File: config.mk
export PLATFORM = sky130hd
export DESIGN_NAME = sgp_port
export DESIGN_NICKNAME = d
export VERILOG_FILES = /design/src/core/sgp_debounce.v /design/src/core/sgp_port.v
export VERILOG_INCLUDE_DIRS = /design/src /design/src/core
export SDC_FILE = /design/constraint.sdc
export NUM_CORES = 1
export LEC_CHECK = 0
export BUFFER_PORTS_ARGS = -buffer_cell sky130_fd_sc_hd__buf_2
export CAP_MARGIN = 20
export CORE_UTILIZATION = 64
export CTS_CLUSTER_DIAMETER = 120
export DETAILED_ROUTE_END_ITERATION = 10
export PLACE_DENSITY = 0.85
export SLEW_MARGIN = 5
export SYNTH_ARGS = -nofsm -noshare
export SYNTH_HDL_FRONTEND = slang
export SYNTH_SLANG_ARGS = --single-unit
export TNS_END_PERCENT = 20
File: constraint.sdc
create_clock -name clk_in -period 5.4 [get_ports clk_in]
set_clock_uncertainty 0.1 [all_clocks]
set_input_delay 0.27 -clock clk_in [delete_from_list [all_inputs] [get_ports clk_in]]
set_output_delay 0.27 -clock clk_in [all_outputs]
set_load 0.1 [all_outputs]
File: src/core/sgp_consts.vh
`ifndef SGP_CONSTS_VH
`define SGP_CONSTS_VH

// Bank registers reached through the wake-up controller bank window
`define SGP_CFG_BANK 2'h3
`define SGP_SEL_OFF 8'h13
`define SGP_CFG_OFF 8'h14

// Runtime registers, offsets from the I/O base address
`define SGP_RT_DO0 16'h0000
`define SGP_RT_DI0 16'h0001
`define SGP_RT_DO1 16'h0002
`define SGP_RT_DI1 16'h0003

// Index register fields
`define SGP_SEL_PORT 4
`define SGP_SEL_PIN_HI 2
`define SGP_SEL_WMASK 8'h17

// Pin configuration fields
`define SGP_CFG_OE 0
`define SGP_CFG_PP 1
`define SGP_CFG_PU 2
`define SGP_CFG_LOCK 3
`define SGP_CFG_LEVEL 4
`define SGP_CFG_POL 5
`define SGP_CFG_DEB 6
`define SGP_CFG_LOCK_FREE 8'hF0

// Writable field masks for each pin type
`define SGP_CFG_MASK_BIDIR 8'h7F
`define SGP_CFG_MASK_EVIN 8'h70
`define SGP_CFG_MASK_OUT 8'h0F

// Reset values for each pin type
`define SGP_CFG_RST_BIDIR 8'h44
`define SGP_CFG_RST_EVIN 8'h40
`define SGP_CFG_RST_OUT 8'h05
`define SGP_SEL_RST 8'h00
`define SGP_DO_RST 8'h00
`define SGP_PIN_IDLE 1'b1

// Debounce time and clock rate
`define SGP_DEBOUNCE_US 15000
`define SGP_CLK_MHZ 10

`endif

File: src/core/sgp_debounce.v
`timescale 1ns/10ps
`default_nettype none

// Passes a level on only after it has held still for CYCLES clocks
module sgp_debounce #(
  parameter CYCLES = 150000,
  parameter CNT_W = 18
) (
  // Clock and reset
  input wire clk_in,
  input wire reset_in,
  // Filter control
  input wire enable_in,
  // Level in and out
  input wire level_in,
  output wire level_out
);

`include "sgp_consts.vh"

  localparam [CNT_W-1:0] LAST = CYCLES - 1;

  reg stable_q;
  reg [CNT_W-1:0] cnt_q;

  // Any bounce back to the stable level restarts the quiet period
  always @(posedge clk_in) begin
    if (reset_in) begin
      stable_q <= `SGP_PIN_IDLE;
      cnt_q <= {CNT_W{1'b0}};
    end else if (level_in == stable_q) begin
      cnt_q <= {CNT_W{1'b0}};
    end else if (cnt_q == LAST) begin
      stable_q <= level_in;
      cnt_q <= {CNT_W{1'b0}};
    end else begin
      cnt_q <= cnt_q + 1'b1;
    end
  end

  // Filter keeps tracking while bypassed so enabling it is glitch free
  assign level_out = enable_in ? stable_q : level_in;

endmodule // sgp_debounce

`default_nettype wire

File: src/core/sgp_port.v
`timescale 1ns/10ps
`default_nettype none

`include "sgp_consts.vh"

//
// Contract
// - Twelve pins; eight of them detect events.
// - Port 0 bidir then event; port 1 out then in.
// - One 8-bit configuration register per pin; plain inputs have none.
// - Config bit 0 enables the output driver.
// - Config bit 1 picks push-pull or open-drain.
// - Config bit 2 enables weak pull-up, bidir and output pins; event inputs have no pull-up.
// - Lock blocks latch and bits 0-3 until reset.
// - Enabled output drives the latch value.
// - Latch reads return stored contents only.
// - Input sample is read-only pin level; port 1 output pins read their latch.
// - Runtime registers decoded from I/O base.
// - Port enabled with the wake-up controller.
// - Inactive controller blocks runtime access only.
// - Each event pin raises its own pending bit.
// - Config bit 4 picks edge or level.
// - Config bit 5 picks direction or level.
// - Debounce needs about 15 ms without transitions.
// - Debounce delays both assertion and de-assertion.
// - Config bit 6 enables the debouncer.
// - Polarity 0 falling/low, 1 rising/high.
// - Type 0 edge by default, 1 level.
// - Index register bit 4 port, bits 2-0 pin.
module sgp_port #(
  parameter DEBOUNCE_CYCLES = `SGP_DEBOUNCE_US * `SGP_CLK_MHZ,
  parameter DEB_W = $clog2(DEBOUNCE_CYCLES + 1)
) (
  // Clock and reset
  input wire clk_in,
  input wire reset_in,
  // Controller activation
  input wire active_in,
  // Runtime I/O space access
  input wire [15:0] io_base_in,
  input wire [15:0] io_addr_in,
  input wire io_wr_in,
  input wire io_rd_in,
  input wire [7:0] io_wdata_in,
  output reg [7:0] io_rdata_out,
  // Register bank access
  input wire [1:0] bank_in,
  input wire [7:0] bank_off_in,
  input wire bank_wr_in,
  input wire bank_rd_in,
  input wire [7:0] bank_wdata_in,
  output reg [7:0] bank_rdata_out,
  // Bidirectional pins, port 0 bits 5..0
  input wire [5:0] bidir_in,
  output wire [5:0] bidir_out,
  output wire [5:0] bidir_oe_n_out,
  output wire [5:0] bidir_pullup_out,
  // Event inputs, port 0 bits 7..6
  input wire [1:0] evin_in,
  // Output pins, port 1 bits 1..0
  output wire [1:0] opin_out,
  output wire [1:0] opin_oe_n_out,
  output wire [1:0] opin_pullup_out,
  // Plain inputs, port 1 bits 3..2
  input wire [1:0] plain_in,
  // Event pending indicators to wake-up status
  output wire [7:0] event_pending_out
);

  localparam NCFG = 10;

  // Synchroniser chain for the ten pin inputs
  reg [9:0] sync1_q;
  reg [9:0] sync2_q;
  reg [9:0] sync3_q;
  reg [9:0] pin_q;
  wire [9:0] pin_raw;

  // Register state
  reg [7:0] sel_q;
  reg [7:0] cfg_q [0:NCFG-1];
  reg [7:0] dout0_q;
  reg [7:0] dout1_q;

  // Event detection state
  wire [7:0] filt;
  reg [7:0] filt_prev_q;
  reg [7:0] pend;
  reg [7:0] pend_q;

  // Decode helpers
  wire [15:0] io_off;
  wire rt_ok;
  wire bank_sel_hit;
  wire bank_cfg_hit;
  wire [3:0] cfg_idx;
  wire cfg_valid;
  wire [7:0] cfg_view;
  reg [7:0] lock0;
  reg [7:0] lock1;
  reg [7:0] cfg_wmask;
  reg [7:0] cfg_next;
  wire [7:0] di0;
  wire [7:0] di1;
  integer i;

  // Pins in port order: port 0 bits 7..0, then plain inputs
  assign pin_raw = {plain_in, evin_in, bidir_in};

  // Three stages; a change counts once stages two and three agree.
  // Stage one may go metastable, so nothing but stage two reads it;
  // the price is three to four clocks of input latency
  always @(posedge clk_in) begin
    if (reset_in) begin
      sync1_q <= {10{`SGP_PIN_IDLE}};
      sync2_q <= {10{`SGP_PIN_IDLE}};
      sync3_q <= {10{`SGP_PIN_IDLE}};
      pin_q <= {10{`SGP_PIN_IDLE}};
    end else begin
      sync1_q <= pin_raw;
      sync2_q <= sync1_q;
      sync3_q <= sync2_q;
      pin_q <= (sync2_q & ~(sync2_q ^ sync3_q)) |
        (pin_q & (sync2_q ^ sync3_q));
    end
  end

  // Runtime registers sit at small offsets above the I/O base
  // Addresses below the base wrap to large offsets and decode as misses
  assign io_off = io_addr_in - io_base_in;
  assign rt_ok = active_in;

  // Bank window decode for the index and configuration registers
  assign bank_sel_hit = (bank_in == `SGP_CFG_BANK) &&
    (bank_off_in == `SGP_SEL_OFF);
  assign bank_cfg_hit = (bank_in == `SGP_CFG_BANK) &&
    (bank_off_in == `SGP_CFG_OFF);

  // Index: port 0 pins map to 0..7, port 1 output pins to 8..9
  // Port 1 pins 2..7 fall outside the array; cfg_valid masks them
  assign cfg_idx = sel_q[`SGP_SEL_PORT] ?
    {1'b1, sel_q[`SGP_SEL_PIN_HI:0]} :
    {1'b0, sel_q[`SGP_SEL_PIN_HI:0]};
  // Plain input pins need no configuration and read as zero
  assign cfg_valid = !sel_q[`SGP_SEL_PORT] ||
    (sel_q[`SGP_SEL_PIN_HI:1] == 2'h0);
  assign cfg_view = cfg_valid ? cfg_q[cfg_idx] : 8'h00;

  // Lock masks over the latch bits of each port
  // Event inputs have no lock bit in their configuration, so bits 7..6 stay clear
  always @* begin
    lock0 = 8'h00;
    lock1 = 8'h00;
    for (i = 0; i < 6; i = i + 1) begin
      lock0[i] = cfg_q[i][`SGP_CFG_LOCK];
    end
    lock1[0] = cfg_q[8][`SGP_CFG_LOCK];
    lock1[1] = cfg_q[9][`SGP_CFG_LOCK];
  end

  // Next value of the selected configuration register
  // Fields that a pin type lacks are never written and read back zero
  always @* begin
    if (cfg_idx < 4'h6) begin
      cfg_wmask = `SGP_CFG_MASK_BIDIR;
    end else if (cfg_idx < 4'h8) begin
      cfg_wmask = `SGP_CFG_MASK_EVIN;
    end else begin
      cfg_wmask = `SGP_CFG_MASK_OUT;
    end
    // A locked pin keeps direction, push-pull/open-drain choice, pull-up and lock
    if (cfg_view[`SGP_CFG_LOCK]) begin
      cfg_wmask = cfg_wmask & `SGP_CFG_LOCK_FREE;
    end
    cfg_next = (cfg_view & ~cfg_wmask) | (bank_wdata_in & cfg_wmask);
    // Lock can only be set by software, never cleared
    cfg_next[`SGP_CFG_LOCK] = cfg_view[`SGP_CFG_LOCK] |
      (bank_wdata_in[`SGP_CFG_LOCK] & cfg_wmask[`SGP_CFG_LOCK]);
  end

  // Index register
  always @(posedge clk_in) begin
    if (reset_in) begin
      sel_q <= `SGP_SEL_RST;
    end else if (bank_wr_in && bank_sel_hit) begin
      sel_q <= bank_wdata_in & `SGP_SEL_WMASK;
    end
  end

  // Configuration registers; only a reset clears a lock
  // A write to an unconfigurable pin is dropped rather than aliased
  always @(posedge clk_in) begin
    if (reset_in) begin
      for (i = 0; i < 6; i = i + 1) begin
        cfg_q[i] <= `SGP_CFG_RST_BIDIR;
      end
      cfg_q[6] <= `SGP_CFG_RST_EVIN;
      cfg_q[7] <= `SGP_CFG_RST_EVIN;
      cfg_q[8] <= `SGP_CFG_RST_OUT;
      cfg_q[9] <= `SGP_CFG_RST_OUT;
    end else if (bank_wr_in && bank_cfg_hit && cfg_valid) begin
      cfg_q[cfg_idx] <= cfg_next;
    end
  end

  // Output latches; inactive controller leaves them untouched
  // Writes to the sample offsets fall through and change nothing
  always @(posedge clk_in) begin
    if (reset_in) begin
      dout0_q <= `SGP_DO_RST;
      dout1_q <= `SGP_DO_RST;
    end else if (io_wr_in && rt_ok) begin
      if (io_off == `SGP_RT_DO0) begin
        dout0_q <= (dout0_q & lock0) | (io_wdata_in & ~lock0);
      end else if (io_off == `SGP_RT_DO1) begin
        dout1_q <= (dout1_q & lock1) | (io_wdata_in & ~lock1);
      end
    end
  end

  // Input sample views; output-only pins read back their latch
  // Plain inputs skip the debouncer, as they never raise events
  assign di0 = pin_q[7:0];
  assign di1 = {4'h0, pin_q[9:8], dout1_q[1:0]};

  // Runtime read data, held until the next read
  // An inactive controller reads zero so pin levels never leak out
  always @(posedge clk_in) begin
    if (reset_in) begin
      io_rdata_out <= 8'h00;
    end else if (io_rd_in) begin
      if (!rt_ok) begin
        io_rdata_out <= 8'h00;
      end else if (io_off == `SGP_RT_DO0) begin
        io_rdata_out <= dout0_q;
      end else if (io_off == `SGP_RT_DO1) begin
        io_rdata_out <= dout1_q;
      end else if (io_off == `SGP_RT_DI0) begin
        io_rdata_out <= di0;
      end else if (io_off == `SGP_RT_DI1) begin
        io_rdata_out <= di1;
      end else begin
        io_rdata_out <= 8'h00;
      end
    end
  end

  // Bank read data, held until the next read
  // Bank access stays open while the controller is inactive
  always @(posedge clk_in) begin
    if (reset_in) begin
      bank_rdata_out <= 8'h00;
    end else if (bank_rd_in) begin
      if (bank_sel_hit) begin
        bank_rdata_out <= sel_q;
      end else if (bank_cfg_hit) begin
        bank_rdata_out <= cfg_view;
      end else begin
        bank_rdata_out <= 8'h00;
      end
    end
  end

  // Pin drivers: open-drain drives only a low level
  // A high latch releases an open-drain pin, so the pull-up or the
  // board decides the level that the sample register sees
  genvar g;
  generate
    for (g = 0; g < 6; g = g + 1) begin : g_bidir
      assign bidir_out[g] = dout0_q[g];
      assign bidir_oe_n_out[g] = ~(cfg_q[g][`SGP_CFG_OE] &
        (cfg_q[g][`SGP_CFG_PP] | ~dout0_q[g]));
      assign bidir_pullup_out[g] = cfg_q[g][`SGP_CFG_PU];
    end
    for (g = 0; g < 2; g = g + 1) begin : g_opin
      assign opin_out[g] = dout1_q[g];
      assign opin_oe_n_out[g] = ~(cfg_q[8+g][`SGP_CFG_OE] &
        (cfg_q[8+g][`SGP_CFG_PP] | ~dout1_q[g]));
      assign opin_pullup_out[g] = cfg_q[8+g][`SGP_CFG_PU];
    end
  endgenerate

  // One debouncer per event-capable pin; plain inputs have none
  // Each filter holds an 18-bit counter at the default timing; that
  // area is the cost of a quiet period measured per pin
  generate
    for (g = 0; g < 8; g = g + 1) begin : g_deb
      sgp_debounce #(
        .CYCLES(DEBOUNCE_CYCLES),
        .CNT_W(DEB_W)
      ) u_deb (
        .clk_in(clk_in),
        .reset_in(reset_in),
        .enable_in(cfg_q[g][`SGP_CFG_DEB]),
        .level_in(pin_q[g]),
        .level_out(filt[g])
      );
    end
  endgenerate

  // Previous filtered level for edge detection
  // Reset to the idle level so no false edge follows reset
  always @(posedge clk_in) begin
    if (reset_in) begin
      filt_prev_q <= {8{`SGP_PIN_IDLE}};
    end else begin
      filt_prev_q <= filt;
    end
  end

  // Level events hold while active; edges give a one-cycle pulse
  // Changing type or polarity on the fly may raise one stray pulse
  always @* begin
    for (i = 0; i < 8; i = i + 1) begin
      if (cfg_q[i][`SGP_CFG_LEVEL]) begin
        pend[i] = (filt[i] == cfg_q[i][`SGP_CFG_POL]);
      end else begin
        pend[i] = (filt[i] != filt_prev_q[i]) &&
          (filt[i] == cfg_q[i][`SGP_CFG_POL]);
      end
    end
  end

  // Pending bits leave through flip-flops, so the wake-up status logic
  // never sees a decode glitch; one clock of latency is negligible next
  // to the debounce time
  always @(posedge clk_in) begin
    if (reset_in) begin
      pend_q <= 8'h00;
    end else begin
      pend_q <= pend;
    end
  end

  // Each event pin feeds its own bit of the wake-up status logic
  assign event_pending_out = pend_q;

endmodule // sgp_port

`default_nettype wire

==> results of run 1 <==
[sequential cells by signal (all words and copies together), names as in the netlist, 10 cells and up, named ones only]
register           flops
cfg_q                 86
g_deb.u_deb.cnt_q    144
sync1_q               10
sync2_q               10
sync3_q               10
[synth_stat cells (12+ instances only)]
cell / number
a21oi_1: 42
a31oi_1: 12
and2_1: 12
and3_1: 30
buf_2: 12
buf_4: 19
clkbuf_1: 37
dfxtp_1: 244
edfxtp_1: 86
ha_1: 24
inv_1: 53
mux2i_1: 37
mux4_2: 19
nand2_1: 89
nand2b_1: 51
nand3_1: 71
nand4_1: 32
nor2_1: 300
nor3_1: 17
o21ai_0: 25
or2_2: 46
or3_1: 16
xnor2_1: 52
xor2_1: 80
[cells by family after synthesis]
group,share of synthesized area
and+or+nand+nor,0.237
AOI/OAI and AO/OA,0.0752
adders and majority gates,0.0210
muxes,0.0611
DFF,0.489
other,0.000246
xor gates and xnor gates,0.0768
buffers and inverters,0.0391
[worst min-delay path by stage]
stage	to	depth (start not counted)	startpoint
floorplan	sync1_q[0]	1	bidir_in[0]
CTS	dout1_q[2]	3	io_wdata_in[2]
finish	dout1_q[2]	3	io_wdata_in[2]
detailed placement	sync2_q[3]	1	sync1_q[3]
global placement	sync2_q[6]	1	sync1_q[6]
global route	dout1_q[2]	3	io_wdata_in[2]
[metal layers]
layer / global-route usage / vias to the layer above / share of wire
met5: 0 / - / 0
met4: 0.136 / 0 / 0.042
met3: 0.0510 / 130 / 0.074
met2: 0.493 / 501 / 0.48
met1: 0.357 / 5625 / 0.40
li1: - / 5665 / -
[power groups by stage]
stage          clock network, W  registers (W)  logic, W
3_5_place_dp                  0        0.00263  0.000287
5_1_grt                 0.00257        0.00258  0.000331
2_1_floorplan                 0        0.00263  0.000204
6_report                0.00245        0.00257  0.000307
3_3_place_gp                  0        0.00263  0.000282
4_1_cts                 0.00246        0.00257  0.000301
[area by class of cell]
cell class	instances	area, um2
sequential	330	7470
multi-input combinational	1123	7220
fill	1578	6090
clock buffer	42	922
timing repair buffer	147	856
tap	319	399
clock inverter	17	240
inverter	54	203
[per-stage QoR]
stage                     instances  area, um2  setup WS, ns
final                          2032      17300          1.47
after global routing           2032      17300          1.38
after CTS                      2032      17300          1.75
after detailed placement       1952      15900          1.53
after global placement         1952      15900          1.59
after floorplan                1585      15300          2.33
[placed cells by master, fill, tap and decap left out, types with 10 or more instances in the layout]
cell | synthesis | routed
mux2i_1 | 37 | 37
a21oi_1 | 42 | 42
o21ai_0 | 25 | 25
xnor2_1 | 52 | 52
nor2b_1 | 11 | 11
nand3_1 | 71 | 71
nand2_1 | 89 | 89
dfxtp_1 | 244 | 243
a31oi_1 | 12 | 12
and3_1 | 30 | 30
edfxtp_1 | 86 | 86
xor2_1 | 80 | 80
o21bai_1 | 11 | 11
mux2_2 | 11 | 11
inv_1 | 53 | 53
and2_1 | 12 | 12
nor2_1 | 300 | 300
mux4_2 | 19 | 19
ha_1 | 24 | 24
or3_1 | 16 | 16
dlygate4sd3_1 | 0 | 21
nand4_1 | 32 | 32
nand2b_1 | 51 | 51
buf_2 | 12 | 120
or2_2 | 46 | 46
nor3_1 | 17 | 17
clkbuf_16 | 0 | 35
nor4b_1 | 10 | 10
[repair_timing]
| action | CTS | global route |
|---|---|---|
| hold buffers | 21 | 0 |
| setup endpoints to repair | 0 | 0 |
| endpoints found under the hold margin | 29 | 0 |
[worst reg2reg max path, delay by kind of cell (launching register included)]
family	cells	cell delay (ns)
AOI/OAI and AO/OA	2	1.26
DFF	1	0.59
and+or+nand+nor	5	1.67
==> flow_summary.ini, run 1 <==
[synth]
synth_area_per_cell_um2 = 9.66
ys_types = 80
ys_async_sr_fraction = 0
yosysTopAreaCellShare = 0.320
synth_instances = 1580
synth_top_cell_by_area = dfxtp_1
syn-cell-area_um2 = 15300
synth_seq_area_share = 0.489
ys.flop_type = dfxtp_1
yosysWarnings = 0
synth-edff-count = 86
ys_top_cells_by_area = dfxtp_1 (32%), edfxtp_1 (17%), nor2_1 (7.4%)
ys_ff_latch = 330

[die]
ioPinCount = 123
effective_utilization_at_floorplan = 0.652
fp.dieArea_um2 = 24500
die_h_um = 156
rows = 56
floorplan.core_area_um2 = 23400
die_w_um = 156

[grt]
maximum_number_of_pins_on_one_net_before_global_route_repair = 107
antenna_found_initial = 0
grt_pass1_vias = 11600
grt_overflow_total = 0
track_usage = 0.290
grt_first_pass_wirelength_um = 56500

[hold_path]
min-delay-path-class = input pin to flop

[clocking]
tritoncts.num_buffers = 34
clkLatencyLatePin_ns = 0.52
cts_setup_buffers = 0
cts_max_path_buffers = 3
cts_sinks = 330
clk_pin_slew_worst_setup_hold_paths_ns = 0.07
clk_root_buffer_cell = clkbuf_16
ctsHtreeMaxLevel = 2
cts_resized = 0
cts_tree = yes

[critical_path]
worst-path-buf-inv = 0
flop2flop_setup_slack_ns = 1.47
slowest_delay_ns = 0.79
critPathMaxFanout = 16
crit_path_end = cfg_q[4][2]
critPathMostFrequentCell = nor2_1
timing.critical_path.arrival_ns = 4.05
startpoint = sel_q[2]
reg2reg_depth = 7
critical-path-top-delay-family = simple AND/OR/NAND/NOR gates
worst-path-stages = 7
timing.critical_path.to_type = flop
rr_startpoint = sel_q[2]
crit_path_max_delay_cell_type = a211oi_2
required_ns = 5.52
reg_to_reg_endpoint = cfg_q[4][2]
critical_path.cell_chain = nor2_1, nand2_1, o22ai_1, nand2b_1, nor2_1, a211oi_2, nand3_1
worst_setup_path_start_kind = flop
worstSetupPathType = flop to flop

[power]
switching_power_w = 0.00115
reported_leakage_power_nw = 6.35
p_comb_frac = 0.058
vdd_ir_drop_max_mv = 0.287
clock_power_share = 0.459
totalPowerFinal_w = 0.00533
power.density_cell_area_nw_per_um2 = 308
switching_share = 0.216
power_report.internal_total_w = 0.00418
power_frac_seq = 0.483

[routing]
totalWireLength_um = 35200
routedWlPerCell_um = 17.3
drt_iter0_markers = 1248
dr_total_vias = 11900
drt_drc_violations_left = 0
number_of_antenna_violating_nets_in_the_routed_design = 0
drt_pass1_iterations = 5
viasPerCell = 5.87

[sta]
max_freq_mhz = 255
timing_worst_slew_pin_value_ns = 0.994
grt_setup_unrepaired = false
final.hold.worst_slack_ns = 0.0182
finalSetupViolCount = 0
final.min_clock_period_ns = 3.93
maxSlewViolCount = 0
maxSlewHeadroom = 0.331
tns_ns = 0
final_period_util = 0.727
finalHoldViolations = 0

[cells_and_area]
count_of_antenna_diodes_in_the_layout = 0
layout-drive-gt1-share = 0.166
area_growth_syn_to_layout_pct = 13.4
utilization = 0.740
final_nets = 1790

[status]
run_status = complete, no violations

[placed_design]
place.gp.congestion = 0.892
io_buffers = 121
hpwlAfterDp_um = 22900

[job]
timing.max_cap.violations = 0
Note: power is estimated with default switching activity, not from simulation.
==> inputs of run 2 (changes only) <==
- CORE_UTILIZATION: 64 -> 54
- PLACE_DENSITY: 0.85 -> 0.77
- clock period: 5.4 -> 3.52 ns (I/O delays scaled with it)
==> flow_summary.ini, run 2 (same netlist as run 1, synthesis figures left out) <==
[die]
die_h_um = 170
effective_utilization_at_floorplan = 0.550
ioPinCount = 123
rows = 61
die_w_um = 170
fp.dieArea_um2 = 28900
floorplan.core_area_um2 = 27800

[critical_path]
worstSetupPathType = flop to flop
timing.critical_path.to_type = flop
critical-path-top-delay-family = compound AO/OA/AOI/OAI gates
critPathMaxFanout = 10
flop2flop_setup_slack_ns = 0.42
critical_path.cell_chain = mux4_2, mux2i_1, o22ai_1, nand2b_1, o211ai_1, nor2_1
slowest_delay_ns = 0.82
timing.critical_path.arrival_ns = 3.21
crit_path_max_delay_cell_type = o211ai_1
worst-path-buf-inv = 0
worst_setup_path_start_kind = flop
required_ns = 3.63

[sta]
grt_setup_unrepaired = false
final_period_util = 0.880
maxSlewViolCount = 0
final.min_clock_period_ns = 3.10
timing_worst_slew_pin_value_ns = 0.973
max_freq_mhz = 323
maxSlewHeadroom = 0.348
finalHoldViolations = 0
fin_ws_ns = 0.424
final.hold.worst_slack_ns = 0.0675
finalSetupViolCount = 0
tns_ns = 0

[cells_and_area]
mostFrequentLayoutCell = nor2_1
largestRegisters = g_deb.u_deb.cnt_q (144), cfg_q (86)
count_of_placed_standard_cells_in_the_final_layout_fillers_left_out = 2118
utilization = 0.634
flip_flop_count_of_the_largest_register_after_layout = 144
count_of_antenna_diodes_in_the_layout = 0
final_nets = 1814
layout-drive-gt1-share = 0.178
area_growth_syn_to_layout_pct = 15.3
fillCellCount = 2320
max_flop_register = g_deb.u_deb.cnt_q
top_library_cells_by_usage_in_the_layout_fill_and_taps_aside = nor2_1 (300), dfxtp_1 (243), buf_2 (120), nand2_1 (89), edfxtp_1 (86)

[clocking]
clk_root_buffer_cell = clkbuf_16
cts_resized = 0
cts_max_path_buffers = 3
cts_sinks = 330
ctsHtreeMaxLevel = 2
clk_pin_slew_worst_setup_hold_paths_ns = 0.06
tritoncts.num_buffers = 35
clkLatencyLatePin_ns = 0.51
cts.hold.buffers_added = 24
cts_tree = yes
cts_setup_buffers = 0

[grt]
antenna_found_initial = 0
maximum_number_of_pins_on_one_net_before_global_route_repair = 80
track_usage = 0.231
grt_pass1_vias = 11200
grt_first_pass_wirelength_um = 53900
grt_overflow_total = 0

[power]
power_frac_seq = 0.480
clock_power_share = 0.461
vdd_ir_drop_max_mv = 0.389
switching_power_w = 0.00180
p_comb_frac = 0.059
power.density_cell_area_nw_per_um2 = 467
reported_leakage_power_nw = 6.48
power_report.internal_total_w = 0.00643
switching_share = 0.219

[routing]
number_of_antenna_violating_nets_in_the_routed_design = 0
totalWireLength_um = 33400
viasPerCell = 5.52
routedWlPerCell_um = 15.8
drt_pass1_iterations = 5
drt_iter0_markers = 1006
drt_drc_violations_left = 0
dr_total_vias = 11700

[placed_design]
place.gp.congestion = 0.901
io_buffers = 121
hpwlAfterDp_um = 23300
dp_slack_ns = 0.262
place_inst = 2031

[job]
timing.max_cap.violations = 0

[status]
run_status = complete, no violations

[hold_path]
min-delay-path-class = input pin to flop
## run 2: changes by cell type in the layout (fill, tap and decap cells not counted)
| cell | previous run | this run |
|---|---|---|
| bufinv_16 | 6 | 4 |
| buf_4 | 6 | 26 |
| clkinv_1 | 2 | 1 |
| clkinvlp_4 | 1 | 2 |
| inv_6 | 1 | 2 |
| clkinvlp_2 | 2 | 0 |
| clkbuf_8 | 2 | 6 |
| clkinv_8 | 0 | 1 |
| clkinv_2 | 6 | 7 |
| dlygate4sd3_1 | 21 | 24 |
| clkbuf_16 | 35 | 36 |
## run 2: worst paths after layout
path               startpoint           to  depth (start not counted)
max                  sel_q[0]  cfg_q[1][1]                          6
min          bank_wdata_in[3]  cfg_q[6][3]                          4
max reg2reg          sel_q[0]  cfg_q[1][1]                          6
min reg2reg        sync1_q[8]   sync2_q[8]                          1
## run 2: power by group through the flow
| stage | logic [W] | clock network (W) | registers (W) |
|---|---|---|---|
| finish | 0.000485 | 0.00379 | 0.00395 |
| global route | 0.000527 | 0.00401 | 0.00395 |
| CTS | 0.000481 | 0.00386 | 0.00395 |
| detailed placement | 0.000456 | 0 | 0.00403 |
| global placement | 0.000452 | 0 | 0.00403 |
| floorplan | 0.000312 | 0 | 0.00403 |
## run 2: layout make-up
type / instances / area [um2] / share of cell area
sequential: 330 / 7470 / 0.424
multi-input combinational: 1123 / 7220 / 0.410
timing repair buffer: 170 / 1040 / 0.0588
clock buffer: 47 / 1000 / 0.0569
tap: 378 / 473 / 0.0269
clock inverter: 16 / 204 / 0.0116
inverter: 54 / 203 / 0.0115
## run 2: routing by layer
metal  share of wire  global-route usage
met4           0.029              0.0803
met5               0                   0
met3           0.067              0.0398
met2            0.47               0.390
met1            0.43               0.299
## run 2: through the flow
stage                     instance area, um2  power, W
after floorplan                        15300   0.00435
after detailed placement               16200   0.00449
after global routing                   17600   0.00849
after global placement                 16200   0.00448
final                                  17600   0.00823
after CTS                              17600   0.00829
## run 2: worst register-to-register path, stage by stage, from the launching register on
cell	delay, ns
dfxtp_2	0.56
mux4_2	0.58
mux2i_1	0.16
o22ai_1	0.14
nand2b_1	0.30
o211ai_1	0.82
nor2_1	0.15
==> inputs of run 3 (changes only) <==
- CORE_MARGIN: not set -> 10
- HOLD_SLACK_MARGIN: not set -> 0.05
- clock period: 3.52 -> 2.7 ns (I/O delays scaled with it)
==> flow_summary.ini, run 3 (same netlist as run 1, synthesis figures left out) <==
[cells_and_area]
flip_flop_count_of_the_largest_register_after_layout = 144
fillCellCount = 2179
multi_input_comb_area_um2 = 7240
final_nets = 1872
layout-drive-gt1-share = 0.200
top_library_cells_by_usage_in_the_layout_fill_and_taps_aside = nor2_1 (300), dfxtp_1 (242), buf_2 (120), nand2_1 (89), edfxtp_1 (86)
sequential_cell_area_um2 = 7470
area_growth_syn_to_layout_pct = 18.6
max_flop_register = g_deb.u_deb.cnt_q
largestRegisters = g_deb.u_deb.cnt_q (144), cfg_q (86)
mostFrequentLayoutCell = nor2_1

[power]
power_report.internal_total_w = 0.00836
p_comb_frac = 0.067
switching_share = 0.219
vdd_ir_drop_max_mv = 0.535
reported_leakage_power_nw = 6.76
switching_power_w = 0.00234
power_frac_seq = 0.481
power.density_cell_area_nw_per_um2 = 591
clock_power_share = 0.452

[critical_path]
critPathMaxFanout = 7
worstSetupPathType = flop to flop
worst_setup_path_start_kind = flop
required_ns = 3.00
startpoint = sel_q[0]
timing.critical_path.to_type = flop
timing.critical_path.arrival_ns = 2.87
rr_startpoint = sel_q[0]

[routing]
m1WireLength_um = 15000
drt_pass1_iterations = 6
number_of_antenna_violating_nets_in_the_routed_design = 0
drt_drc_violations_left = 0
totalWireLength_um = 35900
routedWlPerCell_um = 16.5
dr_wl_met2_um = 17200
viasPerCell = 5.51
drt_iter0_markers = 850
route.top_layer_used = met5
routed-wl-met3_um = 2650
dr_total_vias = 12000

[die]
die_w_um = 188
fp.dieArea_um2 = 35400
effective_utilization_at_floorplan = 0.548
die_h_um = 188
floorplan.core_area_um2 = 27900
rows = 61
ioPinCount = 123

[sta]
final.hold.worst_slack_ns = 0.0982
max_freq_mhz = 389
maxSlewHeadroom = 0.482
timing_worst_slew_pin_value_ns = 0.770
grt_setup_unrepaired = false
finalSetupViolCount = 0
finalHoldViolations = 0
fin_ws_ns = 0.129
maxSlewViolCount = 0
final.min_clock_period_ns = 2.57
final_period_util = 0.952

[placed_design]
io_buffers = 121
dp_slack_ns = -0.136
hpwlAfterDp_um = 25700
place.gp.congestion = 0.908

[clocking]
cts_sinks = 330
ctsHtreeMaxLevel = 2
cts_max_path_buffers = 3
clk_root_buffer_cell = clkbuf_16
cts_tree = yes
clk_pin_slew_worst_setup_hold_paths_ns = 0.06
clkLatencyLatePin_ns = 0.52
tritoncts.num_buffers = 34

[grt]
maximum_number_of_pins_on_one_net_before_global_route_repair = 100
antenna_found_initial = 2
grt_first_pass_wirelength_um = 59200
grt_overflow_total = 0
track_usage = 0.198
grt_pass1_vias = 12200

[status]
run_status = complete, no violations

[job]
timing.max_cap.violations = 0

[hold_path]
min-delay-path-class = input pin to flop
hold_path.startpoint = bank_off_in[1]
-- run 3: power by group through the flow --
| stage | clock, W | combinational [W] | sequential [W] |
|---|---|---|---|
| floorplan | 0 | 0.000412 | 0.00526 |
| global placement | 0 | 0.000653 | 0.00525 |
| detailed placement | 0 | 0.000666 | 0.00526 |
| CTS | 0.00491 | 0.000706 | 0.00515 |
| global route | 0.00512 | 0.000772 | 0.00515 |
| finish | 0.00484 | 0.000715 | 0.00515 |
-- run 3: routing by layer --
| metal | vias up | track usage |
|---|---|---|
| li1 | 5817 | - |
| met5 | - | 0.00852 |
| met1 | 5671 | 0.238 |
| met4 | 2 | 0.0732 |
| met3 | 76 | 0.0442 |
| met2 | 427 | 0.337 |
-- run 3: worst paths after layout --
path / to / slack, ns / depth (start not counted)
max: bank_rdata_out[2] / 0.13 / 7
min: bank_rdata_out[4] / 0.1 / 5
max reg2reg: bank_rdata_out[2] / 0.13 / 7
min reg2reg: sync2_q[7] / 0.30 / 1
-- run 3: timing repair --
item                                   in CTS  in global routing
setup buffers                               0                  0
resized for setup                           0                  4
endpoints found under the hold margin      57                  0
setup endpoints to repair                   0                 10
hold buffers                               31                  0
-- run 3: stage by stage --
stage	util	TNS (ns)	instances	total power, W	area, um2
after floorplan	-	-0.221	1585	0.00567	15300
after global placement	0.596	-0.172	2083	0.00591	16600
after detailed placement	0.596	-2.48	2083	0.00592	16600
after CTS	0.649	0	2176	0.0108	18100
after global routing	0.650	0	2178	0.0110	18100
final	0.650	0	2178	0.0107	18100
-- run 3: area by class of cell --
cell class / count / share of cell area
flip-flops and latches: 330 / 0.413
multi-input cells: 1123 / 0.400
repair buffers: 229 / 0.0856
clock buffers: 44 / 0.0513
well taps: 378 / 0.0261
clock inverters: 18 / 0.0130
inverters: 54 / 0.0112
diodes: 2 / 0.000276
-- run 3: worst max-delay path: stages, from the launching register on --
cell,delay (ns)
dfxtp_4,0.42
buf_6,0.18
mux4_2,0.53
mux2i_1,0.17
o22ai_1,0.15
a222oi_1,0.29
nor2_1,0.07
dlygate4sd3_1,0.55
